### config.mk
export PLATFORM = sky130hd
export DESIGN_NAME = adct_target
export DESIGN_NICKNAME = d
export VERILOG_FILES = /design/src/core/adct_pkg.sv /design/src/core/adct_sync.sv /design/src/core/adct_target.sv
export VERILOG_INCLUDE_DIRS = /design/src /design/src/core
export SDC_FILE = /design/constraint.sdc
export NUM_CORES = 1
export LEC_CHECK = 0
export BUFFER_PORTS_ARGS = -buffer_cell sky130_fd_sc_hd__buf_2
export CORE_ASPECT_RATIO = 1.75
export CORE_MARGIN = 4
export CORE_UTILIZATION = 43
export CTS_CLUSTER_DIAMETER = 30
export DETAILED_ROUTE_END_ITERATION = 8
export SYNTH_ARGS = -nofsm -noshare
export SYNTH_HDL_FRONTEND = slang
export SYNTH_SLANG_ARGS = --single-unit
### constraint.sdc
create_clock -name mclk -period 4.5 [get_ports mclk]
set_input_delay 0.45 -clock mclk [delete_from_list [all_inputs] [get_ports mclk]]
set_output_delay 0.45 -clock mclk [all_outputs]
set_load 0.02 [all_outputs]
### src/core/adct_params.svh
// Constants for the conversion-result I2C target
`ifndef ADCT_PARAMS_SVH
`define ADCT_PARAMS_SVH

`define ADCT_TGT_ADDR    7'h5e
`define ADCT_BYTE_BITS   4'h8
`define ADCT_RES_W       12
`define ADCT_NUM_IN      6
`define ADCT_RES_RST     12'h000
`define ADCT_UNMAPPED    8'h00
`define ADCT_HI_PAD      4'h0
`define ADCT_PTR_RST     8'h00

`define ADCT_REG_IN0_LO  8'h30
`define ADCT_REG_IN0_HI  8'h31
`define ADCT_REG_IN1_LO  8'h26
`define ADCT_REG_IN1_HI  8'h27
`define ADCT_REG_IN2_LO  8'h28
`define ADCT_REG_IN2_HI  8'h29
`define ADCT_REG_IN3_LO  8'h36
`define ADCT_REG_IN3_HI  8'h37
`define ADCT_REG_IN4_LO  8'h34
`define ADCT_REG_IN4_HI  8'h35
`define ADCT_REG_IN5_LO  8'h2e
`define ADCT_REG_IN5_HI  8'h2f

`endif

### src/core/adct_pkg.sv
// Types for the conversion-result I2C target
`default_nettype none
package adct_pkg;
  typedef logic [11:0] adct_sample_t;
  typedef logic [5:0][11:0] adct_bank_t;
  typedef enum logic [3:0] {
    ST_IDLE      = 4'h0,
    ST_ADDR      = 4'h1,
    ST_ACK_ADDR  = 4'h2,
    ST_REG       = 4'h3,
    ST_ACK_REG   = 4'h4,
    ST_WDATA     = 4'h5,
    ST_ACK_WDATA = 4'h6,
    ST_RDATA     = 4'h7,
    ST_MACK      = 4'h8
  } adct_state_t;
endpackage
`default_nettype wire

### src/core/adct_sync.sv
// Two-flop synchroniser for asynchronous pin inputs
`default_nettype none
module adct_sync #(
  parameter int WIDTH = 2
) (
  input  wire logic             mclk,
  input  wire logic             rst,
  input  wire logic [WIDTH-1:0] async_in,
  output var  logic [WIDTH-1:0] sync_out
);
  logic [WIDTH-1:0] meta;

  genvar i;
  generate
    for (i = 0; i < WIDTH; i++) begin : g_bit
      // Idle bus level is high, so reset to released
      always_ff @(posedge mclk or posedge rst) begin
        if (rst) begin
          meta[i]     <= 1'b1;
          sync_out[i] <= 1'b1;
        end else begin
          meta[i]     <= async_in[i];
          sync_out[i] <= meta[i];
        end
      end
    end
  endgenerate
endmodule // adct_sync
`default_nettype wire

### src/core/adct_target.sv
// I2C target serving six read-only 12-bit conversion results
// How it works
// - The target answers only at 7-bit address 0x5E and the controller uses it.
// - Both 100 kHz and 400 kHz serial clocks are served correctly.
// - Each 12-bit result is exposed as two consecutive 8-bit registers.
// - All result registers are read-only; writes never alter a result.
// - Inputs 0, 1 and 2 sit at pairs starting 0x30, 0x26 and 0x28.
// - Inputs 3, 4 and 5 sit at pairs starting 0x36, 0x34 and 0x2E.
// - For input 0, 0x30 holds the low byte, 0x31 the upper bits.
// - Inputs 0 to 5 come from converter channel 5, the dedicated input, and channels 1, 8, 7 and 4.
// - Only six converter channels are mapped; current-sense ones are not.
`include "adct_params.svh"
`default_nettype none
module adct_target (
  input  wire logic                  mclk,
  input  wire logic                  rst,
  input  wire logic                  scl_in,
  input  wire logic                  sda_in,
  output var  logic                  sda_out,
  output var  logic                  sda_oe_n,
  input  wire logic                  conv_update,
  input  wire adct_pkg::adct_sample_t converter_channel_five,
  input  wire adct_pkg::adct_sample_t converter_dedicated_input,
  input  wire adct_pkg::adct_sample_t converter_channel_one,
  input  wire adct_pkg::adct_sample_t converter_channel_eight,
  input  wire adct_pkg::adct_sample_t converter_channel_seven,
  input  wire adct_pkg::adct_sample_t converter_channel_four
);
  import adct_pkg::*;

  logic [1:0]  pins_s;
  logic        scl_s;
  logic        sda_s;
  logic        scl_d;
  logic        sda_d;
  logic        next_scl_d;
  logic        next_sda_d;
  adct_state_t state;
  adct_state_t next_state;
  logic [3:0]  cnt;
  logic [3:0]  next_cnt;
  logic [7:0]  shreg;
  logic [7:0]  next_shreg;
  logic [7:0]  tx;
  logic [7:0]  next_tx;
  logic [7:0]  ptr;
  logic [7:0]  next_ptr;
  logic        next_oe_n;
  adct_bank_t  result;
  adct_bank_t  next_result;
  logic        scl_rise;
  logic        scl_fall;
  logic        start_cond;
  logic        stop_cond;

  // Pins are asynchronous to mclk
  adct_sync #(.WIDTH(2)) u_sync (
    .mclk     (mclk),
    .rst      (rst),
    .async_in ({scl_in, sda_in}),
    .sync_out (pins_s)
  );
  assign scl_s = pins_s[1];
  assign sda_s = pins_s[0];

  // Sampling at 250 MHz leaves a wide margin even at the fast bus rate
  assign scl_rise   = scl_s & ~scl_d;
  assign scl_fall   = ~scl_s & scl_d;
  assign start_cond = scl_s & scl_d & sda_d & ~sda_s;
  assign stop_cond  = scl_s & scl_d & ~sda_d & sda_s;

  // Byte lookup; unmapped addresses read as zero
  function automatic logic [7:0] read_byte(input logic [7:0] a,
                                           input adct_bank_t r);
    case (a)
      `ADCT_REG_IN0_LO: read_byte = r[0][7:0];
      `ADCT_REG_IN0_HI: read_byte = {`ADCT_HI_PAD, r[0][11:8]};
      `ADCT_REG_IN1_LO: read_byte = r[1][7:0];
      `ADCT_REG_IN1_HI: read_byte = {`ADCT_HI_PAD, r[1][11:8]};
      `ADCT_REG_IN2_LO: read_byte = r[2][7:0];
      `ADCT_REG_IN2_HI: read_byte = {`ADCT_HI_PAD, r[2][11:8]};
      `ADCT_REG_IN3_LO: read_byte = r[3][7:0];
      `ADCT_REG_IN3_HI: read_byte = {`ADCT_HI_PAD, r[3][11:8]};
      `ADCT_REG_IN4_LO: read_byte = r[4][7:0];
      `ADCT_REG_IN4_HI: read_byte = {`ADCT_HI_PAD, r[4][11:8]};
      `ADCT_REG_IN5_LO: read_byte = r[5][7:0];
      `ADCT_REG_IN5_HI: read_byte = {`ADCT_HI_PAD, r[5][11:8]};
      default:          read_byte = `ADCT_UNMAPPED;
    endcase
  endfunction

  always_comb begin
    logic [7:0] rd;
    rd          = read_byte(ptr, result);
    next_scl_d  = scl_s;
    next_sda_d  = sda_s;
    next_state  = state;
    next_cnt    = cnt;
    next_shreg  = shreg;
    next_tx     = tx;
    next_ptr    = ptr;
    next_oe_n   = sda_oe_n;
    next_result = result;
    // Only the converter strobe loads results; bus writes cannot reach them
    if (conv_update) begin
      next_result = {converter_channel_four, converter_channel_seven,
                     converter_channel_eight, converter_channel_one,
                     converter_dedicated_input,
                     converter_channel_five};
    end
    if (start_cond) begin
      next_state = ST_ADDR;
      next_cnt   = 4'h0;
      next_oe_n  = 1'b1;
    end else if (stop_cond) begin
      next_state = ST_IDLE;
      next_oe_n  = 1'b1;
    end else if (scl_rise) begin
      case (state)
        ST_ADDR, ST_REG, ST_WDATA: begin
          next_shreg = {shreg[6:0], sda_s};
          next_cnt   = cnt + 4'h1;
        end
        ST_RDATA: next_cnt = cnt + 4'h1;
        // Controller acknowledge: low means keep sending
        ST_MACK: next_shreg = {shreg[6:0], sda_s};
        default: ;
      endcase
    end else if (scl_fall) begin
      case (state)
        ST_ADDR: begin
          if (cnt == `ADCT_BYTE_BITS) begin
            if (shreg[7:1] == `ADCT_TGT_ADDR) begin
              next_state = ST_ACK_ADDR;
              next_oe_n  = 1'b0;
            end else begin
              next_state = ST_IDLE;
            end
          end
        end
        ST_ACK_ADDR: begin
          next_cnt = 4'h0;
          if (shreg[0]) begin
            next_state = ST_RDATA;
            next_tx    = rd;
            next_oe_n  = rd[7];
            next_ptr   = ptr + 8'h01;
          end else begin
            next_state = ST_REG;
            next_oe_n  = 1'b1;
          end
        end
        ST_REG: begin
          if (cnt == `ADCT_BYTE_BITS) begin
            next_state = ST_ACK_REG;
            next_ptr   = shreg;
            next_oe_n  = 1'b0;
          end
        end
        ST_ACK_REG, ST_ACK_WDATA: begin
          next_state = ST_WDATA;
          next_cnt   = 4'h0;
          next_oe_n  = 1'b1;
        end
        ST_WDATA: begin
          // Data is acknowledged and dropped, the pointer still advances
          if (cnt == `ADCT_BYTE_BITS) begin
            next_state = ST_ACK_WDATA;
            next_ptr   = ptr + 8'h01;
            next_oe_n  = 1'b0;
          end
        end
        ST_RDATA: begin
          if (cnt == `ADCT_BYTE_BITS) begin
            next_state = ST_MACK;
            next_oe_n  = 1'b1;
          end else begin
            next_tx   = {tx[6:0], 1'b0};
            next_oe_n = tx[6];
          end
        end
        ST_MACK: begin
          next_cnt = 4'h0;
          if (!shreg[0]) begin
            next_state = ST_RDATA;
            next_tx    = rd;
            next_oe_n  = rd[7];
            next_ptr   = ptr + 8'h01;
          end else begin
            next_state = ST_IDLE;
          end
        end
        default: next_state = ST_IDLE;
      endcase
    end
  end

  always_ff @(posedge mclk or posedge rst) begin
    if (rst) begin
      scl_d    <= 1'b1;
      sda_d    <= 1'b1;
      state    <= ST_IDLE;
      cnt      <= 4'h0;
      shreg    <= 8'h00;
      tx       <= 8'h00;
      ptr      <= `ADCT_PTR_RST;
      sda_oe_n <= 1'b1;
      sda_out  <= 1'b0;
      result   <= {`ADCT_NUM_IN{`ADCT_RES_RST}};
    end else begin
      scl_d    <= next_scl_d;
      sda_d    <= next_sda_d;
      state    <= next_state;
      cnt      <= next_cnt;
      shreg    <= next_shreg;
      tx       <= next_tx;
      ptr      <= next_ptr;
      sda_oe_n <= next_oe_n;
      sda_out  <= 1'b0;
      result   <= next_result;
    end
  end
endmodule // adct_target
`default_nettype wire

==> run_results.csv, run 1 <==
group,metric,value,unit
routing,dr.first_iter.drc_count,163,
clock_tree,cts_hold_buf,0,
clock_tree,numCtsBuffers,9,
clock_tree,cts_resized,0,
clock_tree,post_cts_buffers,0,
global_routing,grt_max_degree,80,
synth,yosys.area.top_type,"dfrtp_1",
synth,yosys-top-cells-area,"dfrtp_1, mux2_2, dfstp_2",
clock_tree,clkTransAtPathRegs,0.07,ns
cells_and_area,num-fill-cells,1243,
timing,clock_skew,0.00862,ns
timing,period_share,62.7,%
worst_setup_path,cp_cell_sequence,"nand4b_1, a2bb2oi_1, a2111oi_2, mux2_2",
worst_setup_path,cp-start-kind,"register",
place,dp_hpwl,10.0,mm
timing,final.setup.tns,0,ns
synth,ys_seq_area_share,48.7,%
place,dp.cells,711,
worst_setup_path,reg2reg_slack,1.68,ns
routing,vias,4144,
synth,ys_types,75,
die,fp.dieW,94.8,µm
worst_setup_path,slowest_stage,"a2111oi_2",
routing,routed_wl,13.7,mm
synth,syn_avg_cell_area,11.5,µm²
cells_and_area,antenna_cells,0,
run_status,status,"complete, no violations",
die,die_h,160,µm
cells_and_area,finish.utilization,49.9,%
synth,syn-cell-area,5680,µm²
cells_and_area,area_growth,13.7,%
worst_setup_path,max_stage_delay,1.03,ns
worst_setup_path,cp.arrival,3.05,ns
worst_setup_path,cp_top_family,"compound AO/OA/AOI/OAI gates",
global_routing,antenna_found_initial,0,
die,io_pins,79,
routing,drtPass1Iterations,5,
synth,synth-edff-count,0,
global_routing,grt_pass1_vias,4341,
clock_tree,cts.sinks,110,
routing,route.detailed.drc,0,
timing,hold_slack,0.205,ns
synth,netlist_top_cells_count,"dfrtp_1, mux2_2, clkbuf_1",
timing,hold_viol,0,
routing,ant_nets,0,
global_routing,grt_pass1_wl,22.1,mm
min_path,hp-class,"in2reg",
clock_tree,cts-htree-levels,3,
worst_setup_path,path_class,"reg2reg",
die,fp-row-count,55,
clock_tree,cts_tree,"built",
synth,synth_warnings,0,
die,die_area,15200,µm²
pwr,p_leak,2.73,nW
worst_setup_path,required,4.73,ns
cells_and_area,drive_above_1_share,37.4,%
clock_tree,cts_buffer_depth,2,
timing,slew_headroom,22.7,%
cells_and_area,fin_cells,727,
synth,synth-seq-cells,110,
pwr,peakVddDrop,0.180,mV
cells_and_area,nets,638,
synth,synth_ff_type,"dfrtp_1",
clock_tree,clock_latency,0.35,ns
worst_setup_path,cp-end-kind,"register",
clock_tree,cts_root_buf,"clkbuf_16",
synth,syn_nets,580,
timing,rsz0062_at_grt,"no",
worst_setup_path,cp_num_buf_inv,0,
synth,synth_most_common_cell,"dfrtp_1",
die,core_area,12900,µm²
die,start_util,43.9,%
place,io_buffers,77,
pwr,p_total,0.00228,W
synth,postSynth.asyncResetShare,100,%
global_routing,overflow,0,
timing,fmax,355,MHz
timing,slew_violations,0,
timing,fin_crit,2.82,ns
synth,synth_cells,493,
job,drv_cap,0,
timing,worst_pin_slew,1.16,ns
global_routing,grt_util_all_layers,18.8,%
routing,via_per_inst,5.70,
pwr,powerDensity,353,nW/µm²
routing,drt-wirelength-per-cell,18.8,µm
place,place.gp.congestion,0.899,
timing,finalSetupViolCount,0,
worst_setup_path,cp_max_fo,23,
synth,synth_top_area_share,45.4,%
area by class of cell:
| class | instances | area, µm² | share of cell area (%) |
|---|---|---|---|
| inverters | 10 | 40.0 | 0.620 |
| well taps | 171 | 214 | 3.32 |
| flip-flops and latches | 110 | 2760 | 42.8 |
| multi-input cells | 338 | 2710 | 42.0 |
| clock inverters | 5 | 63.8 | 0.989 |
| clock buffers | 11 | 243 | 3.76 |
| repair buffers | 82 | 423 | 6.55 |
report_power, final:
part	switching [W]	leakage, nW	internal (W)	total (W)
logic	0.000123	1.25	0.000149	0.000272
registers	0.0000936	1.34	0.00110	0.00119
clock network	0.000363	0.147	0.000452	0.000816
logic make-up (layout without fill, tap and decap cells):
group / count (synthesis) / in the layout / share of synthesized area (%)
compound gates: 100 / 100 / 13.3
xor+xnor: 3 / 3 / 0.463
fa+ha+maj: 10 / 10 / 2.20
buf+inv: 45 / 108 / 3.62
flops: 110 / 110 / 48.7
mux: 101 / 101 / 19.8
other cells: 1 / 1 / 0.0661
simple gates: 123 / 123 / 11.9
metal layers:
layer  part of all wire (%)  track usage, %  vias to the layer above
met4                    3.6            8.08                        0
li1                       -               -                     1946
met1                     38            21.7                     2074
met2                     55            33.2                       98
met3                    3.2            3.44                       26
met5                      0               0                        -
stage by stage:
step | cell area [µm²] | setup slack, ns
6_report | 6450 | 1.68
5_1_grt | 6450 | 1.47
4_1_cts | 6450 | 1.66
3_5_place_dp | 6150 | 1.67
3_3_place_gp | 6150 | 1.84
2_1_floorplan | 5680 | 1.16
cell usage in the layout, fill, tap and decap left out, drive strengths merged, types with 5 or more instances in the layout:
cell type / n
a32oi: 6
nor3: 16
a21oi: 13
nand3: 8
mux2: 91
buf: 82
ha: 10
dfstp: 7
nor2: 22
inv: 12
mux2i: 10
a2bb2oi: 7
nand2: 27
clkbuf: 11
o21ai: 16
and3: 7
a22o: 5
a31oi: 9
dfrtp: 103
path summary, 6_finish.rpt:
| kind | startpoint | end | cells after the start |
|---|---|---|---|
| max reg2reg | state[2] | tx[5] | 4 |
| max in group asynchronous | rst | result[11] | 3 |
| min in group asynchronous | rst | result[66] | 2 |
| min | sda_in | u_sync.meta[0] | 1 |
| min reg2reg | u_sync.meta[0] | u_sync.sync_out[0] | 0 |
| max | state[2] | tx[5] | 4 |
worst register-to-register path, cell delays in order, from the launching register on:
cell	delay, ns
dfrtp_1	0.73
nand4b_1	0.31
a2bb2oi_1	0.21
a2111oi_2	1.03
mux2_2	0.42
flip-flops by register name, indices dropped and copies added (netlist names):
signal and count:
cnt 4, u_sync.sync_out 2, sda_oe_n 1, sda_d 1, shreg 8, state 4
scl_d 1, ptr 8, result 72, u_sync.meta 2, tx 7
Power figures use the tool's default switching activity.
==> run 2, diff against run 1 <==
==> constraint.sdc (replaced) <==
create_clock -name mclk -period 2.6 [get_ports mclk]
set_input_delay 0.26 -clock mclk [delete_from_list [all_inputs] [get_ports mclk]]
set_output_delay 0.26 -clock mclk [all_outputs]
set_load 0.02 [all_outputs]
==> run_results.csv, run 2 (synthesis gave the netlist of run 1 again) <==
group,metric,value,unit
run_status,status,"finished, violations left",
run_status,violations,"negative hold slack",
clock_tree,cts_root_buf,"clkbuf_16",
timing,fmax,431,MHz
global_routing,grt_pass1_wl,23.1,mm
cells_and_area,nets,655,
cells_and_area,antenna_cells,0,
timing,rsz0062_at_grt,"no",
cells_and_area,layout_commonest_cell,"dfrtp_1",
clock_tree,clock_latency,0.35,ns
routing,drtPass1Iterations,7,
timing,finalSetupViolCount,0,
routing,routed_wl,14.3,mm
cells_and_area,largest_reg_flops,72,
global_routing,overflow,0,
global_routing,antenna_found_initial,0,
die,fp.dieW,94.8,µm
worst_setup_path,cp.arrival,2.60,ns
cells_and_area,area_growth,16.7,%
timing,clock_skew,0.00760,ns
timing,hold_slack,-0.0165,ns
clock_tree,post_cts_buffers,0,
clock_tree,clkTransAtPathRegs,0.08,ns
global_routing,grt_max_degree,73,
cells_and_area,layout_common_cells,"dfrtp_1, mux2_2, buf_2, nand2_1, nor2_1",
routing,via_per_inst,5.77,
clock_tree,cts_hold_buf,1,
worst_setup_path,path_class,"reg2reg",
clock_tree,cts_buffer_depth,2,
global_routing,grt_util_all_layers,19.6,%
pwr,peakVddDrop,0.420,mV
timing,final.setup.tns,0,ns
min_path,hp-class,"in2async",
die,start_util,43.9,%
place,place.gp.congestion,0.959,
cells_and_area,num-fill-cells,1208,
cells_and_area,top_regs,"result: 72 flops, ptr: 8 flops, shreg: 8 flops",
global_routing,grt_pass1_vias,4499,
worst_setup_path,critPathLaunch,"state[0]",
clock_tree,cts-htree-levels,3,
routing,route.detailed.drc,0,
pwr,p_total,0.00404,W
place,dp_hpwl,10.8,mm
pwr,powerDensity,609,nW/µm²
worst_setup_path,reg2reg_slack,0.28,ns
timing,slew_violations,0,
place,io_buffers,77,
die,die_h,160,µm
clock_tree,cts_resized,0,
routing,dr.first_iter.drc_count,244,
clock_tree,cts_tree,"built",
job,drv_cap,0,
worst_setup_path,cp_max_fo,9,
cells_and_area,top_register,"result",
routing,drt-wirelength-per-cell,19.3,µm
routing,ant_nets,0,
worst_setup_path,required,2.88,ns
die,core_area,12900,µm²
timing,slew_headroom,50.0,%
worst_setup_path,rr_startpoint,"state[0]",
timing,worst_pin_slew,0.748,ns
pwr,p_leak,2.83,nW
worst_setup_path,cp-start-kind,"register",
timing,hold_viol,21,
timing,period_share,89.3,%
clock_tree,cts.sinks,110,
worst_setup_path,cp-end-kind,"register",
routing,vias,4295,
timing,fin_crit,2.32,ns
die,die_area,15200,µm²
cells_and_area,drive_above_1_share,39.1,%
die,io_pins,79,
clock_tree,numCtsBuffers,9,
die,fp-row-count,55,
-- run 2: worst paths after layout --
path	to	cells past startpoint
setup / recovery	sda_oe_n	5
hold / removal	result[70]	2
setup reg to reg	sda_oe_n	5
hold reg to reg	u_sync.sync_out[1]	0
max in group asynchronous	u_sync.meta[0]	3
min in group mclk	result[19]	2
-- run 2: power breakdown --
group          switching [W]  internal (W)
Sequential          0.000172       0.00190
Clock               0.000681      0.000772
Combinational       0.000232      0.000276
Total                0.00108       0.00295
-- run 2: final cells by class --
| cell class | instances | area, µm² | share of cell area, % |
|---|---|---|---|
| flip-flops and latches | 110 | 2760 | 41.7 |
| multi-input cells | 338 | 2710 | 40.9 |
| repair buffers | 99 | 581 | 8.77 |
| clock buffers | 9 | 225 | 3.40 |
| well taps | 171 | 214 | 3.23 |
| clock inverters | 7 | 91.3 | 1.38 |
| inverters | 10 | 41.3 | 0.623 |
-- run 2: critical path: stages (launching register included) --
cell      delay [ns]
dfrtp_1         0.50
or4b_1          0.49
or4_4           0.55
a221oi_2        0.29
nand2_1         0.09
o32a_1          0.34
-- run 2: metal layers --
layer  vias up  track usage (%)  share of wire (%)
met5         -                0                  0
met4         0             8.02                3.1
met3        35             3.35                3.7
met2       133             35.6                 56
met1      2147             22.0                 37
li1       1980                -                  -
-- run 2: per-stage QoR --
step / std cells / util (%) / cell area [µm²] / setup WS, ns
CTS: 743 / 51.1 / 6610 / 0.306
floorplan: 493 / - / 5680 / 0.451
detailed placement: 726 / 48.6 / 6290 / 0.326
global placement: 726 / 48.6 / 6290 / 0.337
finish: 744 / 51.2 / 6620 / 0.278
global route: 744 / 51.2 / 6620 / 0.169
==> run 3, diff against run 2 <==
--- a/config.mk
+++ b/config.mk
@@ -7,11 +7,15 @@
 export NUM_CORES = 1
 export LEC_CHECK = 0
 export BUFFER_PORTS_ARGS = -buffer_cell sky130_fd_sc_hd__buf_2
+export CELL_PAD_IN_SITES_DETAIL_PLACEMENT = 1
+export CELL_PAD_IN_SITES_GLOBAL_PLACEMENT = 1
 export CORE_ASPECT_RATIO = 1.75
 export CORE_MARGIN = 4
 export CORE_UTILIZATION = 43
 export CTS_CLUSTER_DIAMETER = 30
+export CTS_CLUSTER_SIZE = 14
 export DETAILED_ROUTE_END_ITERATION = 8
+export PLACE_DENSITY = 0.82
 export SYNTH_ARGS = -nofsm -noshare
 export SYNTH_HDL_FRONTEND = slang
 export SYNTH_SLANG_ARGS = --single-unit
==> run_results.csv, run 3 (synthesis gave the netlist of run 1 again) <==
group,metric,value,unit
die,start_util,43.9,%
timing,fin_crit,2.36,ns
die,die_h,160,µm
global_routing,antenna_found_initial,0,
timing,slew_headroom,45.2,%
cells_and_area,top_register,"result",
worst_setup_path,max_stage_delay,0.47,ns
routing,route.detailed.drc,0,
global_routing,grt_pass1_wl,26.2,mm
clock_tree,clock_latency,0.36,ns
worst_setup_path,cp_cell_sequence,"inv_1, ha_1, nand3b_1, nor2_1, a32oi_1, a31oi_1, mux2_2",
die,die_area,15200,µm²
clock_tree,cts_root_buf,"clkbuf_16",
place,io_buffers,77,
timing,rsz0062_at_grt,"no",
job,drv_cap,0,
cells_and_area,layout_commonest_cell,"dfrtp_1",
timing,slew_violations,0,
timing,fmax,423,MHz
clock_tree,clkTransAtPathRegs,0.08,ns
worst_setup_path,required,2.90,ns
run_status,status,"complete, no violations",
timing,worst_pin_slew,0.820,ns
place,dp_hpwl,11.9,mm
pwr,peakVddDrop,0.393,mV
worst_setup_path,cp_num_buf_inv,1,
global_routing,overflow,0,
cells_and_area,finish.utilization,51.0,%
timing,period_share,90.9,%
timing,hold_viol,0,
worst_setup_path,cp_top_family,"simple AND/OR/NAND/NOR gates",
worst_setup_path,reg2reg_slack,0.24,ns
clock_tree,cts_buffer_depth,2,
clock_tree,post_cts_buffers,0,
routing,dr.first_iter.drc_count,245,
routing,routed_wl,16.0,mm
worst_setup_path,cp-start-kind,"register",
die,core_area,12900,µm²
routing,via_per_inst,5.91,
routing,drtPass1Iterations,4,
worst_setup_path,path_class,"reg2reg",
global_routing,grtUsageMet3,3.53,%
clock_tree,cts-htree-levels,3,
cells_and_area,top_regs,"result: 72 flops, ptr: 8 flops, shreg: 8 flops",
global_routing,grt_pass1_vias,4998,
timing,clock_skew,0.0115,ns
clock_tree,cts_tree,"built",
cells_and_area,antenna_cells,0,
global_routing,grt_util_all_layers,22.4,%
die,fp.dieW,94.8,µm
cells_and_area,drive_above_1_share,38.6,%
die,io_pins,79,
routing,vias,4379,
pwr,powerDensity,611,nW/µm²
cells_and_area,area_growth,16.4,%
place,placed_area,6280,µm²
global_routing,grt_use_met2,40.3,%
place,place.gp.congestion,0.917,
cells_and_area,num-fill-cells,1455,
clock_tree,cts_resized,0,
cells_and_area,fin_area,6600,µm²
timing,finalSetupViolCount,0,
clock_tree,cts.sinks,110,
routing,ant_nets,0,
cells_and_area,layout_common_cells,"dfrtp_1, mux2_2, buf_2, nand2_1, nor2_1",
clock_tree,numCtsBuffers,9,
global_routing,grt_max_degree,54,
routing,drt-wirelength-per-cell,21.6,µm
worst_setup_path,slowest_stage,"nor2_1",
worst_setup_path,cp.arrival,2.66,ns
die,fp-row-count,55,
timing,final.setup.tns,0,ns
worst_setup_path,cp-end-kind,"register",
pwr,p_leak,2.81,nW
global_routing,busiest_layer,"met2",
cells_and_area,nets,652,
cells_and_area,largest_reg_flops,72,
worst_setup_path,cp_max_fo,11,
global_routing,gr-usage-met1,24.0,%
min_path,hp-class,"in2async",
[run 3: cell type report]
type	count	area, µm²	share of cell area [%]
well taps	171	214	3.24
repair buffers	96	571	8.64
flip-flops and latches	110	2760	41.8
inverters	10	41.3	0.625
clock buffers	11	243	3.68
clock inverters	5	65.1	0.985
multi-input cells	338	2710	41.0
[run 3: power breakdown]
group	leakage, nW	internal (W)	switching (W)
clock	0.144	0.000785	0.000644
combinational	1.33	0.000278	0.000260
sequential	1.34	0.00190	0.000162
total	2.81	0.00297	0.00107
[run 3: worst reg2reg max path: stages (launching register included)]
cell      delay [ns]
dfrtp_1         0.44
inv_1           0.14
ha_1            0.44
nand3b_1        0.20
nor2_1          0.47
a32oi_1         0.23
a31oi_1         0.23
mux2_2          0.17
[run 3: worst paths after layout]
check | from | endpoint | cells after the start
worst max-delay path | ptr[0] | tx[5] | 7
worst min-delay path | rst | result[14] | 2
worst max register to register | ptr[0] | tx[5] | 7
worst min register to register | u_sync.meta[1] | u_sync.sync_out[1] | 0
max in group asynchronous | rst | u_sync.meta[1] | 3
min in group mclk | converter_channel_five[2] | result[2] | 2
[run 3: per-layer routing]
layer | vias to the layer above | wire length, µm
li1 | 1978 | -
met5 | - | 0
met3 | 55 | 433
met2 | 111 | 8900
met1 | 2235 | 5720
met4 | 0 | 979
[run 3: timing repair]
action,4_1_cts,5_1_grt
hold endpoints to repair,2,0
endpoints found under the setup margin,0,0
hold buffers,2,0
[run 3: metrics by stage]
stage / std cells / setup WS (ns) / hold slack, ns / power [W]
after global routing: 741 / 0.101 / 0.0941 / 0.00423
after detailed placement: 723 / 0.235 / 0.347 / 0.00264
after floorplan: 493 / 0.451 / 0.264 / 0.00239
after CTS: 741 / 0.221 / 0.0669 / 0.00407
after global placement: 723 / 0.358 / 0.347 / 0.00259
final: 741 / 0.236 / 0.0452 / 0.00403
